--- src/logic/iarc_pkg.sv ---
// Purpose: Shared constants and types for the inertial sensor config slice
// Assumes: Byte-wide register port driven by the serial front end
// Notes: Offsets are the byte addresses seen on that port
package iarc_pkg;
	// Register offsets
	localparam logic [7:0] OFS_GYRO_AXIS_SIGN_ORIENT = 8'h0b;
	localparam logic [7:0] OFS_FIRST_PAD_EVENT_ROUTE = 8'h0d;
	localparam logic [7:0] OFS_SECOND_PAD_EVENT_ROUTE = 8'h0e;
	localparam logic [7:0] OFS_DEVICE_IDENTIFICATION = 8'h0f;
	localparam logic [7:0] OFS_ACCEL_RATE_SCALE_BW = 8'h10;
	// Values after reset
	localparam logic [7:0] RST_BYTE = 8'h00;
	localparam logic [2:0] RST_ORIENT = 3'h0;
	// Field positions in the sign and orientation register
	localparam int POS_PITCH_NEG = 5;
	localparam int POS_ROLL_NEG = 4;
	localparam int POS_YAW_NEG = 3;
	// Field positions in the accelerometer control register
	localparam int POS_RATE_LSB = 4;
	localparam int POS_RANGE_LSB = 2;
	localparam int POS_BW_LSB = 0;
	// Orientation codes
	localparam logic [2:0] ORI_XYZ = 3'h0;
	localparam logic [2:0] ORI_XZY = 3'h1;
	localparam logic [2:0] ORI_YXZ = 3'h2;
	localparam logic [2:0] ORI_YZX = 3'h3;
	localparam logic [2:0] ORI_ZXY = 3'h4;
	localparam logic [2:0] ORI_ZYX = 3'h5;
	// Accelerometer rate codes
	localparam logic [3:0] ODR_OFF = 4'h0;
	localparam logic [3:0] ODR_52 = 4'h3;
	localparam logic [3:0] ODR_104 = 4'h4;
	localparam logic [3:0] ODR_208 = 4'h5;
	localparam logic [3:0] ODR_416 = 4'h6;
	localparam logic [3:0] ODR_1K66 = 4'h8;
	localparam logic [3:0] ODR_3K33 = 4'h9;
	localparam logic [3:0] ODR_6K66 = 4'ha;
	// Anti-aliasing bandwidth codes
	localparam logic [1:0] BW_400 = 2'h0;
	localparam logic [1:0] BW_200 = 2'h1;
	localparam logic [1:0] BW_100 = 2'h2;
	localparam logic [1:0] BW_50 = 2'h3;
	// Full scale codes as stored in the register
	localparam logic [1:0] FS_2G = 2'h0;
	localparam logic [1:0] FS_16G = 2'h1;
	localparam logic [1:0] FS_4G = 2'h2;
	localparam logic [1:0] FS_8G = 2'h3;

	// Accelerometer power mode
	typedef enum logic [3:0] {
		PM_POWER_DOWN = 4'h1,
		PM_LOW_POWER = 4'h2,
		PM_NORMAL = 4'h4,
		PM_HIGH_PERF = 4'h8
	} iarc_pmode_e;

	// Full scale in g, one-hot
	typedef enum logic [3:0] {
		RNG_2G = 4'h1,
		RNG_4G = 4'h2,
		RNG_8G = 4'h4,
		RNG_16G = 4'h8
	} iarc_range_e;

	// Event sources offered to the first pad, msb first
	typedef struct packed {
		logic step;
		logic sigmotion;
		logic queue_full;
		logic queue_overrun;
		logic queue_level;
		logic boot_status;
		logic rate_ready;
		logic accel_ready;
	} iarc_pad_a_ev_s;

	// Event sources offered to the second pad, msb first
	typedef struct packed {
		logic step_interval;
		logic stepcount_wrap;
		logic queue_full;
		logic queue_overrun;
		logic queue_level;
		logic thermal_ready;
		logic rate_ready;
		logic accel_ready;
	} iarc_pad_b_ev_s;

	// Three angular rate samples
	typedef struct packed {
		logic signed [15:0] a0;
		logic signed [15:0] a1;
		logic signed [15:0] a2;
	} iarc_axes_s;

	// Accelerometer operating point
	typedef struct packed {
		iarc_pmode_e pmode;
		logic [3:0] rate;
		iarc_range_e range;
		logic aa_bypass;
		logic [1:0] aa_bw;
	} iarc_accel_cfg_s;
endpackage : iarc_pkg

--- src/logic/iarc_top.sv ---
// Purpose: Axis remap, interrupt routing, identity and accel config decode
// Assumes: Register port pulses come from the serial front end, synchronous
// Notes: All outputs are registered, one cycle behind their cause
`timescale 1ns/1ps
module iarc_top import iarc_pkg::*; #(
	parameter logic [7:0] ID_CODE = 8'h5a // Arbitrary identity value
) (
	// Clock and reset
	input wire logic CLOCK,
	input wire logic RST,
	// Register port from the serial front end
	input wire logic [7:0] REG_ADDR,
	input wire logic REG_WR,
	input wire logic [7:0] REG_WDATA,
	input wire logic REG_RD,
	output logic [7:0] REG_RDATA,
	output logic REG_RVALID,
	// Bits held in neighbouring control registers
	input wire logic ACCEL_HIPERF_DISABLE,
	input wire logic ACCEL_BW_MANUAL,
	// Event sources
	input iarc_pad_a_ev_s PAD_A_EVENTS,
	input iarc_pad_b_ev_s PAD_B_EVENTS,
	// Interrupt pads
	output logic FIRST_IRQ_PAD,
	output logic SECOND_IRQ_PAD,
	// Angular rate path
	input iarc_axes_s GYRO_RAW_XYZ,
	output iarc_axes_s GYRO_PITCH_ROLL_YAW,
	// Accelerometer operating point
	output iarc_accel_cfg_s ACCEL_CFG
);

	// Two's complement negate, wraps at the most negative value
	function automatic logic signed [15:0] iarc_signed(input logic signed [15:0] v,
		input logic neg);
		iarc_signed = neg ? 16'(-v) : v;
	endfunction : iarc_signed

	logic pitch_rate_negate_q;
	logic roll_rate_negate_q;
	logic yaw_rate_negate_q;
	logic [2:0] orient_q;
	logic [7:0] first_pad_event_route_q;
	logic [7:0] second_pad_event_route_q;
	logic [3:0] accel_rate_sel_q;
	logic [1:0] accel_range_sel_q;
	logic [1:0] accel_aa_bw_sel_q;
	logic [7:0] rdata_d;
	logic sel_orient;
	logic sel_route_a;
	logic sel_route_b;
	logic sel_accel;
	iarc_axes_s mapped_d;
	iarc_accel_cfg_s accel_d;

	// Address decode
	always_comb begin
		sel_orient = 1'b0;
		sel_route_a = 1'b0;
		sel_route_b = 1'b0;
		sel_accel = 1'b0;
		if (REG_ADDR == OFS_GYRO_AXIS_SIGN_ORIENT) begin
			sel_orient = 1'b1;
		end else if (REG_ADDR == OFS_FIRST_PAD_EVENT_ROUTE) begin
			sel_route_a = 1'b1;
		end else if (REG_ADDR == OFS_SECOND_PAD_EVENT_ROUTE) begin
			sel_route_b = 1'b1;
		end else if (REG_ADDR == OFS_ACCEL_RATE_SCALE_BW) begin
			sel_accel = 1'b1;
		end
	end

	// Sign and orientation register; top two bits are not stored
	always_ff @(posedge CLOCK) begin
		if (RST) begin
			pitch_rate_negate_q <= 1'b0;
			roll_rate_negate_q <= 1'b0;
			yaw_rate_negate_q <= 1'b0;
			orient_q <= RST_ORIENT;
		end else if (REG_WR && sel_orient) begin
			pitch_rate_negate_q <= REG_WDATA[POS_PITCH_NEG];
			roll_rate_negate_q <= REG_WDATA[POS_ROLL_NEG];
			yaw_rate_negate_q <= REG_WDATA[POS_YAW_NEG];
			orient_q <= REG_WDATA[2:0];
		end
	end

	// First pad routing register
	always_ff @(posedge CLOCK) begin
		if (RST) begin
			first_pad_event_route_q <= RST_BYTE;
		end else if (REG_WR && sel_route_a) begin
			first_pad_event_route_q <= REG_WDATA;
		end
	end

	// Second pad routing register
	always_ff @(posedge CLOCK) begin
		if (RST) begin
			second_pad_event_route_q <= RST_BYTE;
		end else if (REG_WR && sel_route_b) begin
			second_pad_event_route_q <= REG_WDATA;
		end
	end

	// Accelerometer rate, range and bandwidth register
	always_ff @(posedge CLOCK) begin
		if (RST) begin
			accel_rate_sel_q <= ODR_OFF;
			accel_range_sel_q <= FS_2G;
			accel_aa_bw_sel_q <= BW_400;
		end else if (REG_WR && sel_accel) begin
			accel_rate_sel_q <= REG_WDATA[POS_RATE_LSB +: 4];
			accel_range_sel_q <= REG_WDATA[POS_RANGE_LSB +: 2];
			accel_aa_bw_sel_q <= REG_WDATA[POS_BW_LSB +: 2];
		end
	end

	// Read mux; identity is a constant, unmapped addresses read zero
	always_comb begin
		rdata_d = RST_BYTE;
		if (sel_orient) begin
			rdata_d = {2'h0, pitch_rate_negate_q, roll_rate_negate_q, yaw_rate_negate_q,
				orient_q};
		end else if (sel_route_a) begin
			rdata_d = first_pad_event_route_q;
		end else if (sel_route_b) begin
			rdata_d = second_pad_event_route_q;
		end else if (REG_ADDR == OFS_DEVICE_IDENTIFICATION) begin
			rdata_d = ID_CODE;
		end else if (sel_accel) begin
			rdata_d = {accel_rate_sel_q, accel_range_sel_q, accel_aa_bw_sel_q};
		end
	end

	// Read data capture
	always_ff @(posedge CLOCK) begin
		if (RST) begin
			REG_RDATA <= RST_BYTE;
			REG_RVALID <= 1'b0;
		end else begin
			REG_RVALID <= REG_RD;
			if (REG_RD) begin
				REG_RDATA <= rdata_d;
			end
		end
	end

	// Interrupt pads: bitwise enable against packed sources, then OR
	always_ff @(posedge CLOCK) begin
		if (RST) begin
			FIRST_IRQ_PAD <= 1'b0;
			SECOND_IRQ_PAD <= 1'b0;
		end else begin
			FIRST_IRQ_PAD <= |(first_pad_event_route_q & PAD_A_EVENTS);
			// Step interval source already carries the separately set timing
			SECOND_IRQ_PAD <= |(second_pad_event_route_q & PAD_B_EVENTS);
		end
	end

	// Axis assignment; undefined codes fall back to the default mapping
	always_comb begin
		mapped_d = GYRO_RAW_XYZ;
		case (orient_q)
			ORI_XYZ: mapped_d = GYRO_RAW_XYZ;
			ORI_XZY: mapped_d = {GYRO_RAW_XYZ.a0, GYRO_RAW_XYZ.a2, GYRO_RAW_XYZ.a1};
			ORI_YXZ: mapped_d = {GYRO_RAW_XYZ.a1, GYRO_RAW_XYZ.a0, GYRO_RAW_XYZ.a2};
			ORI_YZX: mapped_d = {GYRO_RAW_XYZ.a1, GYRO_RAW_XYZ.a2, GYRO_RAW_XYZ.a0};
			ORI_ZXY: mapped_d = {GYRO_RAW_XYZ.a2, GYRO_RAW_XYZ.a0, GYRO_RAW_XYZ.a1};
			ORI_ZYX: mapped_d = {GYRO_RAW_XYZ.a2, GYRO_RAW_XYZ.a1, GYRO_RAW_XYZ.a0};
			default: mapped_d = GYRO_RAW_XYZ;
		endcase
	end

	// Sign applied after assignment, per output axis
	always_ff @(posedge CLOCK) begin
		if (RST) begin
			GYRO_PITCH_ROLL_YAW <= '0;
		end else begin
			GYRO_PITCH_ROLL_YAW.a0 <= iarc_signed(mapped_d.a0, pitch_rate_negate_q);
			GYRO_PITCH_ROLL_YAW.a1 <= iarc_signed(mapped_d.a1, roll_rate_negate_q);
			GYRO_PITCH_ROLL_YAW.a2 <= iarc_signed(mapped_d.a2, yaw_rate_negate_q);
		end
	end

	// Accelerometer mode, range and filter decode
	always_comb begin
		accel_d.rate = accel_rate_sel_q;
		accel_d.pmode = PM_HIGH_PERF;
		accel_d.aa_bypass = 1'b0;
		accel_d.aa_bw = BW_50;
		// Codes above ODR_6K66 behave as power-down
		if (accel_rate_sel_q == ODR_OFF || accel_rate_sel_q > ODR_6K66) begin
			accel_d.rate = ODR_OFF;
			accel_d.pmode = PM_POWER_DOWN;
		end else if (ACCEL_HIPERF_DISABLE && accel_rate_sel_q <= ODR_52) begin
			accel_d.pmode = PM_LOW_POWER;
		end else if (ACCEL_HIPERF_DISABLE && accel_rate_sel_q <= ODR_208) begin
			accel_d.pmode = PM_NORMAL;
		end
		// Filter only in high performance below the two top rates
		if (accel_d.pmode != PM_HIGH_PERF || accel_rate_sel_q >= ODR_3K33) begin
			accel_d.aa_bypass = 1'b1;
		end
		if (ACCEL_BW_MANUAL) begin
			accel_d.aa_bw = accel_aa_bw_sel_q;
		end else if (accel_rate_sel_q >= ODR_1K66 - 4'h1) begin
			accel_d.aa_bw = BW_400;
		end else if (accel_rate_sel_q == ODR_416) begin
			accel_d.aa_bw = BW_200;
		end else if (accel_rate_sel_q == ODR_208) begin
			accel_d.aa_bw = BW_100;
		end else begin
			accel_d.aa_bw = BW_50;
		end
		case (accel_range_sel_q)
			FS_2G: accel_d.range = RNG_2G;
			FS_16G: accel_d.range = RNG_16G;
			FS_4G: accel_d.range = RNG_4G;
			FS_8G: accel_d.range = RNG_8G;
			default: accel_d.range = RNG_2G;
		endcase
	end

	// Registered accelerometer operating point
	always_ff @(posedge CLOCK) begin
		if (RST) begin
			ACCEL_CFG <= '{pmode: PM_POWER_DOWN, rate: ODR_OFF, range: RNG_2G,
				aa_bypass: 1'b1, aa_bw: BW_50};
		end else begin
			ACCEL_CFG <= accel_d;
		end
	end

endmodule : iarc_top

--- config.mk ---
export PLATFORM = sky130hd
export DESIGN_NAME = iarc_top
export DESIGN_NICKNAME = d
export VERILOG_FILES = /design/src/logic/iarc_pkg.sv /design/src/logic/iarc_top.sv
export SDC_FILE = /design/constraint.sdc
export NUM_CORES = 1
export LEC_CHECK = 0
export ABC_AREA = 0
export BUFFER_PORTS_ARGS = -buffer_cell sky130_fd_sc_hd__buf_2
export CORE_UTILIZATION = 50
export DETAILED_ROUTE_END_ITERATION = 8
export PLACE_DENSITY = 0.84
export SLEW_MARGIN = 20
export SYNTH_ARGS = -nofsm -noshare
export SYNTH_HDL_FRONTEND = slang
export SYNTH_SLANG_ARGS = --single-unit
--- constraint.sdc ---
create_clock -name CLOCK -period 2.9 [get_ports CLOCK]
set_clock_uncertainty 0.1 [all_clocks]
set_input_delay 0.29 -clock CLOCK [delete_from_list [all_inputs] [get_ports CLOCK]]
set_output_delay 0.29 -clock CLOCK [all_outputs]
set_load 0.01 [all_outputs]
# After elaboration in Yosys (flattened, before gate mapping)
# Cells that the tools add are included.
# op_classes
eq_ne,16
addsub,3
n_bitwise,2
n_lt_le_gt_ge,5
n_reduce_logical,13
mux,28
# ops
op,n
48-bit case mux with 5 select lines,1
16-bit two-way mux,3
16-bit negator,3
8-bit two-way mux,5
8-bit by 4-bit == test with 1-bit output (second input constant),4
8-bit bitwise AND,2
4-bit case mux with 4 select lines,1
8-bit OR reduction,2
1-bit two-way mux,12
4-bit two-way mux,3
4-bit by 3-bit == test with 1-bit output (second input constant),2
8-bit by 5-bit == test with 1-bit output (second input constant),1
3-bit by 2-bit == test with 1-bit output (second input constant),2
3-bit == test (second input constant),2
1-bit logical AND,6
2-bit two-way mux,3
2-bit == test (second input constant),2
4-bit by 3-bit >= comparator with 1-bit output (second input constant),1
4-bit >= comparator (second input constant),1
4-bit greater-than comparator (second input constant),1
4-bit by 2-bit <= comparator with 1-bit output (second input constant),1
4-bit by 3-bit <= comparator with 1-bit output (second input constant),1
4-bit logical NOT,1
4-bit != test (second input constant),1
other kinds (5),6
# word_totals
input_bits,86
word_cells,88
register_bits,104
out_inout_bits,74

# Depth between registers and ports, before layout
# logic_depth
depth_word,10
depth_mapped,13
ltp_nobuf,11

# Worst setup path before layout
# OpenSTA, ideal clock, no wires.
# synth_path
kind,reg-to-reg
startpoint,reg orient_q[2]
endpoint,reg GYRO_PITCH_ROLL_YAW[14] (netlist bit)
setup_slack_ps,418
path_buffers,3
period_less_slack_ps,2482
setup_ps,128
arrival_time_ps,2254
required_ps,2672
stages_incl_launch_ff,14
path_cell_list,dfxtp_1 buf_6 buf_6 buf_4 nor3b_1 o21ai_0 nand2_1 ha_1 inv_1 nor3_2 nand4_2 o41ai_2 xnor2_1 nor2_1
# synth_via
elab_chain_len,4
elab_cells_between_ends,8
cone_classes,add/sub: 1; eq/ne: 5; mux: 2
# synth_lines
item,line,source
start: declaration,iarc_top.sv:43,logic [2:0] orient_q;
start signal: assignment,iarc_top.sv:85,orient_q <= REG_WDATA[2:0];
3-bit == test (tied with other cells),iarc_top.sv:165,case (orient_q)
48-bit case mux with 5 select lines (*),iarc_top.sv:165,
16-bit negator,iarc_top.sv:37,iarc_signed = neg ? 16'(-v) : v;
16-bit two-way mux (*),iarc_top.sv:37,
end: declaration,iarc_top.sv:29,"output iarc_axes_s GYRO_PITCH_ROLL_YAW,"
# Mark *: on every way between the ends. The rest lies on a longest branch, timed or not.
# A chain may end at the register's enable or synchronous reset.

# Worst setup path after layout
# layout_path
startpoint,reg orient_q[0]
endpoint,reg GYRO_PITCH_ROLL_YAW[31] (netlist bit)
# Same word-level chain as after synthesis.

==> reports/results.ini <==
[clock_tree]
cts_buffer_depth=2
clk_pin_slew_ps=70
cts_buffers=9
clock-sinks=104
root_buffer=clkbuf_16
clk-insertion-delay-late_ps=360
cts_max_level=3
cts_tree=yes

[worst_setup_path]
critPathMaxFanout=14
startpoint_type=flop
crit_type=flop to flop
endpoint_kind=flop
crit_arrival_ps=2830
crit_required_ps=3040

[logic_synthesis]
syn-cell-area_um2=6140
synthCells=762
ys_ff_latch=104
async_flop_share_pct=0
seq_area_frac_synth_pct=33.9
synth.avg_cell_area_um2=8.06
synth_nets=851
synthFlopType=dfxtp_1
synth_edf_count=0
ys_types=68
ys_warn_count=0

[layout]
synthToLayoutAreaGrowth_pct=21.9
regArea_um2=2090
multi_input_area_um2=3730
nFillCells=1043
nNetsFinal=1002
drive_above_1_share_pct=25.9

[route]
wirelength_um=18100
routed_via_density=5.93
drt_drc_violations_left=3
num_vias=6326
dr.pass1.iters=7
drt-initial-drc-count=641
ant_nets=0
wl_per_cell_um=17.0

[sta]
final_hold_viol_count=0
slew_viol_final=0
grt_setup_unrepaired=no
slew_headroom_pct=40.8
tns_ps=0
fmax_ghz=0.373
setup_viol=0
layout_min_cycle_time_ps=2680
fin_crit_sh_pct=92.5
tightest_slew_ps=887

[global_route]
antenna_found_initial=1
grt_max_degree=51
grt_pass1_wl_um=28900
track_usage_pct=28.7
first_global_vias=5727
overflow=0

[placed_design]
hpwl_um=13400
io_buffers=159
gp_congestion=0.970

[power]
vdd_drop_max_mv=0.236
sequentialPowerShare_pct=46.1
pwr_density_cell_nw_per_um2=429
p_int_w=0.00237
p_clk_share_pct=40.7
power.share.switching_pct=26.1
leakage_nw=3.01
total_power_w=0.00321
p_comb_share_pct=13.1
p_sw_w=0.000837

[die]
start_util_pct=51.1
die_w_um=113
die_h_um=113
die_area_um2=12700
pin_count=160
coreArea_um2=12000
rows=40

[hold_path]
worstHoldPathType=input pin to flop

[job]
maxCapViolations=0

[outcome]
violations=DRC
status=complete, but fails checks

## cells in the mapped netlist (3+ instances only)
master	instances	area, um^2
nand2_1	70	263
and2_1	9	56.3
xor2_1	12	105
clkbuf_1	32	120
a22oi_1	20	150
o22a_1	9	78.8
nand3_1	39	195
buf_4	3	22.5
o31ai_1	11	82.6
a41oi_1	4	35.0
a21o_1	4	30.0
nor2b_1	21	131
nand2b_1	18	113
buf_1	3	11.3
buf_6	6	67.6
o22ai_1	4	25.0
o21ai_1	15	75.1
mux2i_1	34	340
a211oi_1	5	37.5
nor3b_1	5	37.5
o21ai_0	22	110
a21oi_1	54	270
nor3_1	7	35.0
nor2_1	97	364
o211ai_1	12	90.1
xnor2_1	24	210
a31oi_1	3	18.8
ha_1	3	37.5
a222oi_1	15	150
dfxtp_1	104	2080
o221ai_1	9	78.8
buf_2	12	60.1
nand4_1	5	31.3
o41ai_2	3	48.8
a221oi_1	5	43.8
nor4_2	3	37.5
or2_2	4	25.0
inv_1	12	45.0
a22o_1	3	26.3
mux2_1	4	45.0
mux2_2	3	33.8
## per-layer routing
metal | global-route usage (%) | vias up | routed length (um) | share of wire, %
li1 | - | 3072 | - | -
met5 | 0 | - | 0 | 0
met4 | 11.8 | 0 | 510 | 2.8
met2 | 45.1 | 297 | 8240 | 45
met1 | 37.8 | 2914 | 7920 | 44
met3 | 6.91 | 43 | 1430 | 7.9
## flip-flops by register name, indices dropped and copies added, names as in the netlist, 2 cells and up
| register | cells |
|---|---|
| GYRO_PITCH_ROLL_YAW | 48 |
| accel_range_sel_q | 2 |
| ACCEL_CFG | 15 |
| second_pad_event_route_q | 8 |
| first_pad_event_route_q | 8 |
| orient_q | 3 |
| accel_rate_sel_q | 4 |
| accel_aa_bw_sel_q | 2 |
| REG_RDATA | 8 |
## logic make-up (layout without fill, tap and decap cells)
logic type	after synthesis	count (layout)	synth area share, %
other	0	1	0
buffers and inverters	70	226	5.63
AND/OR/NAND/NOR	297	297	23.8
adder cells (fa/ha/maj)	3	3	0.612
AO/OA/AOI/OAI	210	210	23.9
XOR/XNOR	36	36	5.14
multiplexers	42	42	7.05
flip-flops	104	104	33.9
## critical path, cell delays in order (launching register included)
cell and delay [ps]:
dfxtp_1 460, buf_4 250, or2_2 280, o221ai_1 260, nor4_2 440, nand3_1 220
o21ai_1 210, mux2_1 330
## power groups by stage
stage	clock network [W]	registers, W	logic [W]
2_1_floorplan	0	0.00154	0.000194
3_3_place_gp	0	0.00151	0.000408
3_5_place_dp	0	0.00151	0.000412
4_1_cts	0.00131	0.00148	0.000414
5_1_grt	0.00138	0.00148	0.000457
6_report	0.00131	0.00148	0.000422
## final timing paths
| kind | from | end | slack [ps] | cells past startpoint |
|---|---|---|---|---|
| setup / recovery | orient_q[0]$_SDFFE_PP0P_ | GYRO_PITCH_ROLL_YAW[31]$_SDFF_PP0_ | 220 | 7 |
| hold / removal | ACCEL_BW_MANUAL | ACCEL_CFG[1]$_SDFF_PP1_ | 80 | 2 |
| setup reg to reg | orient_q[0]$_SDFFE_PP0P_ | GYRO_PITCH_ROLL_YAW[31]$_SDFF_PP0_ | 220 | 7 |
| hold reg to reg | first_pad_event_route_q[6]$_SDFFE_PP0P_ | first_pad_event_route_q[6]$_SDFFE_PP0P_ | 370 | 2 |
## what timing repair did
| action | in CTS | in global routing |
|---|---|---|
| hold buffers | 0 | 0 |
| endpoints found under the hold margin | 0 | 0 |
| buffers inserted | 0 | 2 |
| endpoints found under the setup margin | 0 | 5 |
| gates resized for setup | 0 | 1 |
## cells in the final DEF (no fill, tap or decap), drive strengths merged, types with 6 or more instances in the layout
master and n:
a211oi 6, a21oi 54, a221oi 6, a222oi 15
a22oi 20, and2 9, buf 197, clkbuf 12
dfxtp 104, inv 16, mux2 7, mux2i 35
nand2 70, nand2b 18, nand3 40, nand4 6
nor2 97, nor2b 21, nor3 10, nor3b 6
o211ai 12, o21ai 38, o221ai 9, o22a 9
o31ai 11, xnor2 24, xor2 12
## metrics by stage
stage | hold slack, ps | cells | utilization [%] | worst slack (ps) | instance area (um^2)
6_report | 80.9 | 1066 | 62.3 | 217 | 7480
5_1_grt | 94.1 | 1066 | 62.3 | 55.9 | 7480
4_1_cts | 80.9 | 1063 | 62.1 | 112 | 7450
3_5_place_dp | 362 | 1047 | 59.4 | 125 | 7140
3_3_place_gp | 363 | 1047 | 59.4 | 266 | 7140
2_1_floorplan | 291 | 762 | - | 418 | 6140
## cell type report
cell class,instances,area share (%)
Antenna cell,1,0.0335
Clock buffer,12,3.45
Clock inverter,4,0.753
Inverter,13,0.652
Multi-Input combinational cell,588,49.8
Sequential cell,104,27.9
Tap cell,147,2.46
Timing Repair Buffer,197,15.0
No activity file was read; power rests on OpenSTA's default activity.
